==> src/inc/lsbf_pkg.sv <==
// Constants, register layouts and helper functions for the LED sink blink and fade timing block.
// Assumes a serial register interface outside this block that delivers decoded byte accesses.
package lsbf_pkg;

	// ==========================================================
	// Register offsets and values after reset
	localparam logic [7:0] LSBF_ADDR_SINK_ENABLE = 8'h10;
	localparam logic [7:0] LSBF_ADDR_TIME_HIGH = 8'h11;
	localparam logic [7:0] LSBF_ADDR_TIME_LOW = 8'h12;
	localparam logic [7:0] LSBF_ADDR_FADE = 8'h13;
	localparam logic [7:0] LSBF_RESET_VALUE = 8'h00;
	localparam int LSBF_SINKS = 7;

	// ==========================================================
	// Field layouts, most significant field first
	typedef struct packed {
		logic reserved;
		logic [6:0] sink_enable_bit;
	} lsbf_enable_reg_t;

	typedef struct packed {
		logic [1:0] shared_on_time;
		logic [1:0] sink7_off_time;
		logic [1:0] sink6_off_time;
		logic [1:0] sink5_off_time;
	} lsbf_time_high_reg_t;

	typedef struct packed {
		logic [1:0] sink4_off_time;
		logic [1:0] sink3_off_time;
		logic [1:0] sink2_off_time;
		logic [1:0] sink1_off_time;
	} lsbf_time_low_reg_t;

	typedef struct packed {
		logic [3:0] fade_out_rate;
		logic [3:0] fade_in_rate;
	} lsbf_fade_reg_t;

	// ==========================================================
	// Timing: on, off and fade durations are counted in 1 ms ticks
	localparam int LSBF_CLK_PERIOD_NS = 4;
	localparam int LSBF_TICK_TIME_NS = 1000000;
	localparam int LSBF_TICK_CYCLES = LSBF_TICK_TIME_NS / LSBF_CLK_PERIOD_NS;
	localparam int LSBF_OFF_UNIT_MS = 600;
	localparam int LSBF_ON_00_MS = 200;
	localparam int LSBF_ON_01_MS = 600;
	localparam int LSBF_ON_10_MS = 800;
	localparam int LSBF_ON_11_MS = 1200;
	localparam int LSBF_FADE_STEP_MS = 300;
	localparam int LSBF_FADE_LAST_LINEAR = 9;
	localparam int LSBF_FADE_HIGH_BASE_MS = 3000;
	localparam int LSBF_FADE_HIGH_STEP_MS = 500;
	localparam logic [6:0] LSBF_FULL_LEVEL = 7'h7f;

	typedef enum logic {
		LSBF_ON_PHASE,
		LSBF_OFF_PHASE
	} lsbf_phase_t;

	typedef struct packed {
		lsbf_phase_t phase;
		logic [12:0] timer;
		logic [13:0] acc;
		logic [6:0] level;
		logic lit;
	} lsbf_chan_state_t;

	typedef struct packed {
		lsbf_enable_reg_t enables;
		lsbf_time_high_reg_t time_high;
		lsbf_time_low_reg_t time_low;
		lsbf_fade_reg_t fade;
		logic [31:0] prescale;
		logic ms_tick;
		logic [7:0] rdata;
		logic rvalid;
	} lsbf_top_state_t;

	// ==========================================================
	// Code to duration decoders
	function automatic logic [12:0] lsbf_off_ms(input logic [1:0] code);
		return 13'(int'(code) * LSBF_OFF_UNIT_MS);
	endfunction : lsbf_off_ms

	function automatic logic [12:0] lsbf_on_ms(input logic [1:0] code);
		case (code)
			2'h0: return 13'(LSBF_ON_00_MS);
			2'h1: return 13'(LSBF_ON_01_MS);
			2'h2: return 13'(LSBF_ON_10_MS);
			default: return 13'(LSBF_ON_11_MS);
		endcase
	endfunction : lsbf_on_ms

	// Zero means the fade is disabled
	function automatic logic [12:0] lsbf_fade_ms(input logic [3:0] code);
		if (int'(code) <= LSBF_FADE_LAST_LINEAR) begin
			return 13'(int'(code) * LSBF_FADE_STEP_MS);
		end
		return 13'(LSBF_FADE_HIGH_BASE_MS
			+ (int'(code) - LSBF_FADE_LAST_LINEAR - 1) * LSBF_FADE_HIGH_STEP_MS);
	endfunction : lsbf_fade_ms

endpackage : lsbf_pkg

==> src/lsbf_sink_channel.sv <==
// One sink channel: blink phase timer and linear current ramp.
// Assumes a one-cycle 1 ms tick and static configuration from the register block.
module lsbf_sink_channel (
	// Clock, reset, enable
	input wire logic clk_in,
	input wire logic reset_in,
	input wire logic ce_in,
	input wire logic ms_tick_in,
	// Configuration
	input wire logic enable_in,
	input wire logic [1:0] off_code_in,
	input wire logic [1:0] on_code_in,
	input wire logic [12:0] fade_in_ms_in,
	input wire logic [12:0] fade_out_ms_in,
	// Drive
	output logic lit_out,
	output logic [6:0] level_out
);
	lsbf_pkg::lsbf_chan_state_t s;
	lsbf_pkg::lsbf_chan_state_t next_s;

	// ==========================================================
	// Next state
	always_comb begin
		logic [6:0] target;
		logic [12:0] rate;
		logic [13:0] sum;
		target = 7'h00;
		rate = 13'h0000;
		sum = 14'h0000;
		next_s = s;
		if (!enable_in) begin
			next_s.phase = lsbf_pkg::LSBF_ON_PHASE;
			next_s.timer = 13'h0000;
		end else if (off_code_in == 2'h0) begin
			next_s.phase = lsbf_pkg::LSBF_ON_PHASE;
			next_s.timer = 13'h0000;
		end else if (ms_tick_in) begin
			next_s.timer = s.timer + 13'h0001;
			case (s.phase)
				lsbf_pkg::LSBF_ON_PHASE: begin
					if (next_s.timer >= lsbf_pkg::lsbf_on_ms(on_code_in)) begin
						next_s.phase = lsbf_pkg::LSBF_OFF_PHASE;
						next_s.timer = 13'h0000;
					end
				end
				lsbf_pkg::LSBF_OFF_PHASE: begin
					if (next_s.timer >= lsbf_pkg::lsbf_off_ms(off_code_in)) begin
						next_s.phase = lsbf_pkg::LSBF_ON_PHASE;
						next_s.timer = 13'h0000;
					end
				end
				default: begin
					next_s.phase = lsbf_pkg::LSBF_ON_PHASE;
				end
			endcase
		end
		next_s.lit = enable_in && (next_s.phase == lsbf_pkg::LSBF_ON_PHASE);
		// Ramp one level per overflow so any partial fade keeps the full-scale slope
		target = s.lit ? lsbf_pkg::LSBF_FULL_LEVEL : 7'h00;
		rate = (target > s.level) ? fade_in_ms_in : fade_out_ms_in;
		sum = s.acc + 14'(lsbf_pkg::LSBF_FULL_LEVEL);
		if (s.level == target) begin
			next_s.acc = 14'h0000;
		end else if (rate == 13'h0000) begin
			next_s.level = target;
			next_s.acc = 14'h0000;
		end else if (ms_tick_in) begin
			if (sum >= 14'(rate)) begin
				next_s.acc = sum - 14'(rate);
				next_s.level = (target > s.level) ? s.level + 7'h01 : s.level - 7'h01;
			end else begin
				next_s.acc = sum;
			end
		end
	end

	// ==========================================================
	// State register
	always_ff @(posedge clk_in) begin
		if (reset_in) begin
			s <= '0;
		end else if (ce_in) begin
			s <= next_s;
		end
	end

	assign lit_out = s.lit;
	assign level_out = s.level;

endmodule : lsbf_sink_channel

==> src/lsbf_sink_timing.sv <==
// Register file and seven sink channels of the independent sink timing block.
// Assumes the serial interface presents decoded single-byte reads and writes on clk_in.
module lsbf_sink_timing #(
	parameter int TICK_CYCLES = lsbf_pkg::LSBF_TICK_CYCLES
) (
	// Clock, reset, enable
	input wire logic clk_in,
	input wire logic reset_in,
	input wire logic ce_in,
	// Register access from the serial interface
	input wire logic [7:0] reg_addr_in,
	input wire logic [7:0] reg_wdata_in,
	input wire logic reg_write_in,
	input wire logic reg_read_in,
	output logic [7:0] reg_rdata_out,
	output logic reg_rvalid_out,
	// Sink drive
	output logic [6:0] sink_lit_out,
	output logic [48:0] sink_level_out
);
	lsbf_pkg::lsbf_top_state_t s;
	lsbf_pkg::lsbf_top_state_t next_s;
	logic [1:0] off_code [lsbf_pkg::LSBF_SINKS];
	logic [12:0] fade_in_ms;
	logic [12:0] fade_out_ms;

	// ==========================================================
	// Field extraction
	always_comb begin
		off_code[0] = s.time_low.sink1_off_time;
		off_code[1] = s.time_low.sink2_off_time;
		off_code[2] = s.time_low.sink3_off_time;
		off_code[3] = s.time_low.sink4_off_time;
		off_code[4] = s.time_high.sink5_off_time;
		off_code[5] = s.time_high.sink6_off_time;
		off_code[6] = s.time_high.sink7_off_time;
		fade_in_ms = lsbf_pkg::lsbf_fade_ms(s.fade.fade_in_rate);
		fade_out_ms = lsbf_pkg::lsbf_fade_ms(s.fade.fade_out_rate);
	end

	// ==========================================================
	// Registers, read port and millisecond prescaler
	always_comb begin
		next_s = s;
		next_s.rvalid = reg_read_in;
		if (reg_read_in) begin
			case (reg_addr_in)
				lsbf_pkg::LSBF_ADDR_SINK_ENABLE: next_s.rdata = {1'b0, s.enables.sink_enable_bit};
				lsbf_pkg::LSBF_ADDR_TIME_HIGH: next_s.rdata = s.time_high;
				lsbf_pkg::LSBF_ADDR_TIME_LOW: next_s.rdata = s.time_low;
				lsbf_pkg::LSBF_ADDR_FADE: next_s.rdata = s.fade;
				default: next_s.rdata = 8'h00;
			endcase
		end
		if (reg_write_in) begin
			case (reg_addr_in)
				lsbf_pkg::LSBF_ADDR_SINK_ENABLE: begin
					next_s.enables = {1'b0, reg_wdata_in[6:0]};
				end
				lsbf_pkg::LSBF_ADDR_TIME_HIGH: next_s.time_high = reg_wdata_in;
				lsbf_pkg::LSBF_ADDR_TIME_LOW: next_s.time_low = reg_wdata_in;
				lsbf_pkg::LSBF_ADDR_FADE: next_s.fade = reg_wdata_in;
				default: begin
				end
			endcase
		end
		// Coarse shared tick keeps the per-sink counters narrow
		if (s.prescale >= 32'(TICK_CYCLES - 1)) begin
			next_s.prescale = 32'h0000_0000;
			next_s.ms_tick = 1'b1;
		end else begin
			next_s.prescale = s.prescale + 32'h0000_0001;
			next_s.ms_tick = 1'b0;
		end
	end

	always_ff @(posedge clk_in) begin
		if (reset_in) begin
			s <= '0;
			s.enables <= lsbf_pkg::LSBF_RESET_VALUE;
			s.time_high <= lsbf_pkg::LSBF_RESET_VALUE;
			s.time_low <= lsbf_pkg::LSBF_RESET_VALUE;
			s.fade <= lsbf_pkg::LSBF_RESET_VALUE;
		end else if (ce_in) begin
			s <= next_s;
		end
	end

	assign reg_rdata_out = s.rdata;
	assign reg_rvalid_out = s.rvalid;

	// ==========================================================
	// Sink channels
	for (genvar i = 0; i < lsbf_pkg::LSBF_SINKS; i++) begin : g_sink
		lsbf_sink_channel u_chan (
			.clk_in(clk_in),
			.reset_in(reset_in),
			.ce_in(ce_in),
			.ms_tick_in(s.ms_tick),
			.enable_in(s.enables.sink_enable_bit[i]),
			.off_code_in(off_code[i]),
			.on_code_in(s.time_high.shared_on_time),
			.fade_in_ms_in(fade_in_ms),
			.fade_out_ms_in(fade_out_ms),
			.lit_out(sink_lit_out[i]),
			.level_out(sink_level_out[i*7 +: 7])
		);
	end

endmodule : lsbf_sink_timing

==> config.mk <==
export PLATFORM = sky130hd
export DESIGN_NAME = lsbf_sink_timing
export DESIGN_NICKNAME = d
export VERILOG_FILES = /design/src/inc/lsbf_pkg.sv /design/src/lsbf_sink_channel.sv /design/src/lsbf_sink_timing.sv
export SDC_FILE = /design/constraint.sdc
export NUM_CORES = 1
export LEC_CHECK = 0
export ABC_AREA = 1
export BUFFER_PORTS_ARGS = -buffer_cell sky130_fd_sc_hd__buf_2
export CAP_MARGIN = 20
export CORE_MARGIN = 2
export CORE_UTILIZATION = 65
export CTS_CLUSTER_DIAMETER = 40
export DETAILED_ROUTE_END_ITERATION = 10
export GPL_TIMING_DRIVEN = 1
export HOLD_SLACK_MARGIN = 0.02
export PLACE_DENSITY = 0.83
export SLEW_MARGIN = 20
export SYNTH_ARGS = -nofsm -noshare
export SYNTH_HDL_FRONTEND = slang
export SYNTH_SLANG_ARGS = --single-unit
export TNS_END_PERCENT = 20
==> constraint.sdc <==
create_clock -name clk_in -period 9.5 [get_ports clk_in]
set_clock_uncertainty 0.15 [all_clocks]
set_input_delay 1.9 -clock clk_in [delete_from_list [all_inputs] [get_ports clk_in]]
set_output_delay 1.9 -clock clk_in [all_outputs]
set_load 0.02 [all_outputs]
# == Word-level counts from Yosys, hierarchy flattened ==
# Index checks and enable logic that the tools add are counted.
# op_classes
addsub,42
multipliers,11
div_mod_pow,0
order_cmp,31
eq_ne,20
shifts,0
muxes,135
bitwise,21
reduce_logical,69
# op_table
op,count
$mux W14,49
$mux W13,39
$mux W21,14
$pmux W14 S2,7
$ge A13 B13 Y1,14
$mux W7,21
$add A14 B7 Y14 const B,7
$ge A14 B13 Y1,7
$sub A14 B13 Y14,7
$add A13 B1 Y13 const B,7
$logic_not A13 Y1,7
$mul A2 B7 Y9 const B,7
$add A7 B1 Y7 const B,7
$eq A7 B7 Y1,7
$gt A7 B7 Y1,7
$sub A7 B1 Y7 const B,7
$mux W33,1
$pmux W11 S3,1
$add A32 B1 Y32 const B,1
$eq A8 B5 Y1 const B,4
$ge A32 B18 Y1 const B,1
$pmux W8 S4,1
$reduce_and A2 Y1,15
$reduce_and A4 Y1,7
16 further kinds,84
# totals
register_bits,325
latchBits,0
ram_bits,0
rom_bits,0
in_bits,21
out_inout_bits,65
word_cells,379
mem_count,0

# == Depth between registers and ports, before layout ==
# Gate-level depths: netlist of run 1.
# depth
word_depth,14
depth_mapped,47
depth_no_buf,46

# == Modules after synthesis ==
# From an unflattened synthesis of run 1, not the netlist that was laid out.
# hier_totals
cells_unflattened,5872
area_unflattened_um2,36432.4
# modules_own_cells
module,instances,cells_per_inst,area_each_um2,seq_area_each_um2
lsbf_sink_channel at g_sink[2].u_chan ...,3,701,4242.8,720.7
lsbf_sink_channel at g_sink[0].u_chan ...,2,710,4332.9,720.7
lsbf_sink_timing,1,942,6518.8,1461.4
lsbf_sink_channel at g_sink[1].u_chan,1,711,4279.1,720.7
lsbf_sink_channel at g_sink[4].u_chan,1,696,4240.3,720.7

# == Least setup slack after synthesis of run 1 ==
# Ideal clock, no wire load.
# synth_path
kind,reg2reg
start,register s[42] (netlist name)
end,"register g_sink[6].u_chan.s, in the netlist g_sink[6].u_chan.level_out[2]"
setup_time_ps,113
arrival_ps,6914
t_required_ps,9237
setup_slack_ps,2323
stages_incl_launch_ff,43
n_path_buf,2
synth_period_minus_slack_ps,7177
cell_sequence,dfxtp_1 > inv_2 > clkbuf_1 > ha_1 > nand2_2 > or2_2 > o21ai_0 > inv_1 > fa_1 > inv_1 > ha_1 > inv_1 > fa_1 > inv_1 > ha_1 > inv_1 > fa_1 > inv_1 > [... 7 more ...] > nand3_1 > nand2_1 > inv_1 > ha_1 > nand2_1 > nor2_1 > nand2_1 > o21ai_0 > inv_1 > nand2_1 > nand2_1 > nand3_1 > inv_2 > o21ai_2 > nand2_2 > buf_6 > nor2_1 > nor2_1
# synth_via
elab_chain_len,9
elab_cells_between_ends,16
classes_between,3 x add/sub; 2 x mul; 2 x order compare; 5 x mux; 4 x reduce/logical
# synth_rtl
element,line_no,source
from (decl),lsbf_sink_timing.sv:21,lsbf_pkg::lsbf_top_state_t s;
from (signal assigned),lsbf_sink_timing.sv:85,s <= next_s;
$sub A4 B4 Y5,lsbf_pkg.sv:101,+ (int'(code) - LSBF_FADE_LAST_LINEAR - 1) * LSBF_FADE_HIGH_STEP_MS);
$sub A5 B2 Y6,lsbf_pkg.sv:101,
$mul A6 B8 Y11,lsbf_pkg.sv:101,
$add A13 B13 Y13,lsbf_pkg.sv:101,
$mux W13 (*),lsbf_pkg.sv:100,return 13'(LSBF_FADE_HIGH_BASE_MS
$mux W13 (*),lsbf_sink_channel.sv:61,rate = (target > s.level) ? fade_in_ms_in : fade_out_ms_in;
$ge A14 B13 Y1 / $logic_not A13 Y1 (equally long branches),"lsbf_sink_channel.sv:69, lsbf_sink_channel.sv:65",
$reduce_bool A2 Y1 (no line),n/a,
$reduce_and A4 Y1 (no line),n/a,
to (signal assigned),lsbf_sink_channel.sv:84,s <= next_s;
to (decl),lsbf_sink_channel.sv:19,lsbf_pkg::lsbf_chan_state_t s;
# Mark *: on every way between the ends. The rest lies on a longest branch, timed or not. The select of a mux whose other input is x is not followed.
# A chain may end at the register's enable or synchronous reset.

# == Worst setup path after layout of run 1 ==
# layout_path
start,register s[42] (netlist name)
end,"register g_sink[2].u_chan.s, in the netlist g_sink[2].u_chan.level_out[4]"
# layout_via
elab_chain_len,9
elab_cells_between_ends,16
classes_between,3 x add/sub; 2 x mul; 2 x order compare; 5 x mux; 4 x reduce/logical
# layout_rtl
element,line_no
$sub A4 B4 Y5,lsbf_pkg.sv:101
$sub A5 B2 Y6,lsbf_pkg.sv:101
$mul A6 B8 Y11,lsbf_pkg.sv:101
$add A13 B13 Y13,lsbf_pkg.sv:101
$mux W13 (*),lsbf_pkg.sv:100
$mux W13 (*),lsbf_sink_channel.sv:61
$ge A14 B13 Y1 / $logic_not A13 Y1 (equally long branches),"lsbf_sink_channel.sv:69, lsbf_sink_channel.sv:65"
$reduce_bool A2 Y1 (no line),n/a
$reduce_and A4 Y1 (no line),n/a
to (signal assigned),lsbf_sink_channel.sv:84
to (decl),lsbf_sink_channel.sv:19
# Marks and branches as above.

==> flow_summary.ini, run 1 <==
[floorplan]
fp.dieH_um = 229
pin_count = 86
die_width_um = 229
start_util_pct = 65.7
die_area_um2 = 52300
fp-row-count = 82
core_area_um2 = 50000

[clock_tree]
numCtsBuffers = 55
cts_setup_buffers = 0
cts_root_buf = clkbuf_16
clk_pin_slew_ns = 0.06
clock_path_buffers = 3
clkSinkCount = 325
cts_tree = done
htree_levels = 2
post_cts_resized = 0
clkLatencyLatePin_ns = 0.64
cts_hold_buf = 0

[logic_synthesis]
synth_edf_count = 0
synthArstFlopShare_pct = 0
ys_top_cells_by_count = nand2_1 (1329), inv_1 (653), nor2_1 (509), ha_1 (411), nand3_1 (370)
netlist_top_cells_area = dfxtp_1 (20%), ha_1 (16%), nand2_1 (15%), inv_1 (7.5%), nor2_1 (5.8%)
ys_ff_latch = 325
ys_seq_area_share_pct = 19.8
ys_warn_count = 0
yosysTopAreaCellShare_pct = 19.8
postSynthCellCount = 5063
synth_area_um2 = 32800
syn_nets = 5529
ys_types = 59
synthFlopType = dfxtp_1
synth_top_area_cell = dfxtp_1
syn_area_per_cell_um2 = 6.48
synth.most_common_cell = nand2_1

[final_layout]
area_growth_pct = 6.54
fillCellCount = 4429
regArea_um2 = 6510
stdcell_count = 5755
drive_above_1_share_pct = 7.50
final_nets = 5502
multiInputGateArea_um2 = 22600

[setup_path]
worst-path-buf-inv = 10
timing.rr.start = s[42]$_SDFFE_PP0P_
cp-end-kind = register
slowest_stage = fa_1
cp.required_ns = 9.88
path_max_fanout = 14
cp_top_family = adder cells
startpoint = s[42]$_SDFFE_PP0P_
worstPathArrival_ns = 8.66
slowest_delay_ns = 0.55
cp-start-kind = register
critPathKind = reg2reg
cpMostUsedCell = inv_1

[pwr]
switching_power_uw = 5560
leakage_uw = 0.0175
power_density_nw_per_um2 = 305
clockPowerShare_pct = 18.8
vdd_drop_max_v = 0.000240
switching_share_pct = 52.1
p_int_uw = 5120
seq_power_share_pct = 14.8
combPwrFrac_pct = 66.4
total_power_uw = 10700

[timing]
final.setup.worst_slack_ns = 1.22
setup_tns_ns = 0
rsz0062_at_grt = no
max_freq_mhz = 121
hold_ws_ns = 0.286
post-route-period-util_pct = 87.1
slew_viol_final = 0
hold_violations = 0
slew_headroom_pct = 27.0
min_period_ns = 8.28
setup_viol = 0
worst_slew_pin_slew_ns = 1.09

[grt]
grt_pass1_wl_um = 142000
overflow = 0
grt_pass1_vias = 29927
grt_max_degree = 76
grtUsageTotal_pct = 32.1
antenna_found_initial = 1

[min_path]
worstHoldStart = s[36]$_SDFFE_PP0P_
hp-class = reg2reg

[place]
gp_congestion = 0.973
port_buffers = 85
post-place-ws_ns = 1.31
dp.cells = 5651
hpwl_um = 63400

[job]
drv_cap = 0

[route]
wl_per_cell_um = 14.9
viasPerCell = 5.58
vias = 32105
drc_errors = 0
final_antenna_net_count = 0
dr.pass1.iters = 6
drt_iter0_drc = 2579
drt_wl_total_um = 85500

[run_status]
status = finished clean
through the flow:
stage | util [%] | cell area, um^2
finish | 70.0 | 35000
global route | 70.0 | 35000
global placement | 66.2 | 33100
CTS | 70.0 | 35000
floorplan | - | 32800
detailed placement | 66.2 | 33100
tightest hold or removal path, stage by stage, from the launching register on:
cell	delay, ns
dfxtp_1	0.29
inv_1	0.06
nor3_1	0.04
final timing paths:
path | endpoint | slack (ns) | cells after the start
max | g_sink[2].u_chan.level_out[4]$_SDFFE_PP0P_ | 1.22 | 39
min | s[36]$_SDFFE_PP0P_ | 0.29 | 2
min reg2reg | s[36]$_SDFFE_PP0P_ | 0.29 | 2
max reg2reg | g_sink[2].u_chan.level_out[4]$_SDFFE_PP0P_ | 1.22 | 39
layout make-up:
class	instances	area share (%)
clock buffer	60	4.05
multi-input combinational	3881	64.8
timing repair buffer	100	1.55
antenna	1	0.00716
clock inverter	43	1.37
inverter	673	7.26
sequential	325	18.6
tap	672	2.40
per-layer routing:
metal  up-vias  global-route usage, %  share of wire, %
li1      16315                      -                 -
met1     14580                   41.0                44
met2       995                   55.4                46
met3       215                   3.92               6.4
met4         0                   11.9               3.6
met5         -                      0                 0
kinds of logic (layout without fill, tap and decap cells):
family                   Yosys count  after routing  synth area share (%)
AO/OA/AOI/OAI                    652            652                  11.0
buffers and inverters            857            876                  11.2
flip-flops                       325            325                  19.8
multiplexers                       1              1                0.0305
AND/OR/NAND/NOR                 2543           2543                  33.7
XOR/XNOR                         240            240                  6.45
adder cells (fa/ha/maj)          445            445                  17.7
other                              0              1                     0
cell usage in the layout, fill, tap and decap left out, types with 15 or more instances in the layout:
cell,count
nor3_1,69
inv_2,15
fa_1,34
xor2_1,151
dfxtp_1,325
xnor2_1,87
nand2_1,1329
nand2_2,40
o211ai_1,30
inv_1,651
a21oi_1,331
nand3_1,370
o21bai_1,17
clkbuf_16,55
buf_2,83
nand3b_1,15
or2_2,33
ha_1,411
nand4_1,87
nor2_1,509
a21oi_2,16
o21ai_0,179
buf_4,17
nand3_2,33
registers in the layout, summed over array words and instances (netlist names):
| name | cells |
|---|---|
| g_sink.u_chan.level_out | 49 |
| g_sink.u_chan.s | 196 |
| reg_rvalid_out | 1 |
| s | 50 |
| off_code | 14 |
| g_sink.u_chan.lit_out | 7 |
| reg_rdata_out | 8 |
power groups by stage:
stage	Clock, uW	Combinational, uW	Sequential (uW)
global placement	0	6890	1600
finish	2010	7090	1580
floorplan	0	5940	1580
CTS	2030	7000	1580
detailed placement	0	6950	1610
global route	2100	8050	1600
(Power assumes the default switching activity.)
==> inputs of run 2 (changes only) <==
Settings changed: CTS_BUF_LIST from default to sky130_fd_sc_hd__clkbuf_2 sky130_fd_sc_hd__clkbuf_4 sky130_fd_sc_hd__clkbuf_8, PLACE_DENSITY 0.83 to 0.82, SYNTH_HIERARCHICAL from default to 1.
Clock period 9.5 ns to 9.7 ns, I/O delays scaled along.
==> run 2 against run 1 <==
  * Design area grew 9.8%
  * Worst setup slack lost 0.10 ns
  * Largest cell class unchanged
  * Count of clock-buffer cells in the layout up 32
  * Die area grew 11%
  * Area after synthesis is 11% higher
  * Via count up 12%
  * Combinational power decreased by 63%
  * Global-route usage down 0.26 points
  * Cell count increased by 16%
  * Non-clock buffer count rose by 2
==> flow_summary.ini, run 2 <==
[run_status]
status = finished clean

[route]
final_antenna_net_count = 0
vias = 35968
drt_iter0_drc = 2573
wl_per_cell_um = 13.9
drc_errors = 0
viasPerCell = 5.38
drt_wl_total_um = 92900
dr.pass1.iters = 6

[final_layout]
final_nets = 6388
drive_above_1_share_pct = 6.44
final_common_cell = nand2_1
fin_area_um2 = 38400
largest_register = g_sink.u_chan/s
utilization_pct = 69.4
fillCellCount = 5139
largest_register_ffs = 196
area_growth_pct = 5.42
final_cell_mix = nand2_1 (1498), inv_1 (963), nor2_1 (707)

[logic_synthesis]
synth.most_common_cell = nand2_1
ys_types = 52
synth_area_um2 = 36400
ys_seq_area_share_pct = 17.9
ys_ff_latch = 325
syn_area_per_cell_um2 = 6.20
synth-simple-area-share_pct = 35.2
synthFlopType = dfxtp_1
ys_top_cells_by_count = nand2_1 (1498), inv_1 (963), nor2_1 (707), ha_1 (449), nand3_1 (445)
synthArstFlopShare_pct = 0
synth_compound_area_share_pct = 10.8
synth_top_area_cell = dfxtp_1
synth_edf_count = 0
yosysTopAreaCellShare_pct = 17.9
synth_top_family_by_area = simple AND/OR/NAND/NOR gates
netlist_top_cells_area = dfxtp_1 (18%), nand2_1 (15%), ha_1 (15%), inv_1 (9.9%), nor2_1 (7.3%)
synth_xor_area_share_pct = 5.53
ys_warn_count = 6
postSynthCellCount = 5872
synth.mux.area_fraction_pct = 0
synth_fa_ha_area_share_pct = 17.3

[setup_path]
cpMostUsedCell = nand2_1
slowest_delay_ns = 0.82
cp-start-kind = register
slowest_stage = a31oi_1
worstPathArrival_ns = 8.99
cp-end-kind = register
cp.required_ns = 10.11
critPathKind = reg2reg
path_max_fanout = 15

[min_path]
hp-class = reg2reg

[clock_tree]
clkLatencyLatePin_ns = 0.68
clock_path_buffers = 3
clk_pin_slew_ns = 0.06
cts_setup_buffers = 0
htree_levels = 3
cts_root_buf = clkbuf_8
cts_tree = done
cts_hold_buf = 0
numCtsBuffers = 68
clkSinkCount = 325
post_cts_resized = 0

[floorplan]
fp-row-count = 86
pin_count = 86
die_area_um2 = 58000
die_width_um = 241
fp.dieH_um = 241
start_util_pct = 65.9
core_area_um2 = 55300

[timing]
hold_violations = 0
max_freq_mhz = 117
worst_slew_pin_slew_ns = 1.19
slew_headroom_pct = 20.2
setup_tns_ns = 0
slew_viol_final = 0
post-route-period-util_pct = 88.5
min_period_ns = 8.58
rsz0062_at_grt = no
setup_viol = 0

[place]
port_buffers = 85
gp_congestion = 0.984
hpwl_um = 70200
placed_cell_area_um2 = 36900

[pwr]
leakage_uw = 0.0199
vdd_drop_max_v = 0.000191
power_density_nw_per_um2 = 148

[grt]
grt_pass1_wl_um = 154000
antenna_found_initial = 5
grt_pass1_vias = 32957
overflow = 0
grt_max_degree = 133
grtUsageTotal_pct = 31.8

[job]
drv_cap = 0
[run 2: worst paths after layout]
path	from	to	slack (ns)	cells past startpoint
worst max-delay path	s[42]$_SDFFE_PP0P_	g_sink[1].u_chan/level_out[1]$_SDFFE_PP0P_	1.12	36
worst max register to register	s[42]$_SDFFE_PP0P_	g_sink[1].u_chan/level_out[1]$_SDFFE_PP0P_	1.12	36
worst min register to register	s[29]$_SDFFE_PP0P_	s[29]$_SDFFE_PP0P_	0.28	2
worst min-delay path	s[29]$_SDFFE_PP0P_	s[29]$_SDFFE_PP0P_	0.28	2
[run 2: logic make-up after synthesis]
family | count (synthesis)
simple gates | 2961
buf+inv | 1160
compound gates | 711
fa+ha+maj | 484
flops | 325
xor+xnor | 230
other cells | 1
[run 2: area by class of cell]
| class | count | area [um^2] | area share (%) |
|---|---|---|---|
| diodes | 4 | 10.0 | 0.0261 |
| clock buffers | 92 | 1180 | 3.09 |
| clock inverters | 28 | 335 | 0.873 |
| inverters | 972 | 3650 | 9.50 |
| multi-input cells | 4414 | 25200 | 65.7 |
| flip-flops and latches | 325 | 6510 | 16.9 |
| well taps | 748 | 936 | 2.44 |
| repair buffers | 102 | 571 | 1.49 |
[run 2: power breakdown]
| part | leakage [uW] | total, uW | switching [uW] | internal [uW] |
|---|---|---|---|---|
| clock | 0.000781 | 1630 | 670 | 963 |
| sequential | 0.00264 | 1430 | 44.6 | 1390 |
| combinational | 0.0165 | 2630 | 1730 | 892 |
[run 2: metrics by stage]
step / worst slack (ns) / hold slack [ns] / power [uW] / instances
floorplan: 2.66 / 0.264 / 3570 / 5899
global placement: 1.41 / 0.274 / 4000 / 6561
detailed placement: 1.22 / 0.277 / 4020 / 6561
CTS: 1.21 / 0.286 / 5670 / 6681
global route: 0.267 / 0.306 / 6130 / 6684
finish: 1.12 / 0.284 / 5690 / 6685
[run 2: critical path, delay by kind of cell, from the launching register on]
kind,cells,cell delay (ns)
DFF,1,0.66
xor gates and xnor gates,3,0.80
and+or+nand+nor,16,2.06
AOI/OAI and AO/OA,2,0.96
buffers and inverters,7,0.94
adders and majority gates,8,2.91
[run 2: metal layers]
metal  up-vias  global-route usage [%]  part of all wire [%]
li1      18549                       -                     -
met1     16183                    41.7                    45
met2      1058                    53.9                    46
met3       176                    4.63                   6.7
met4         2                    10.2                   2.7
met5         -                       0                 0.014
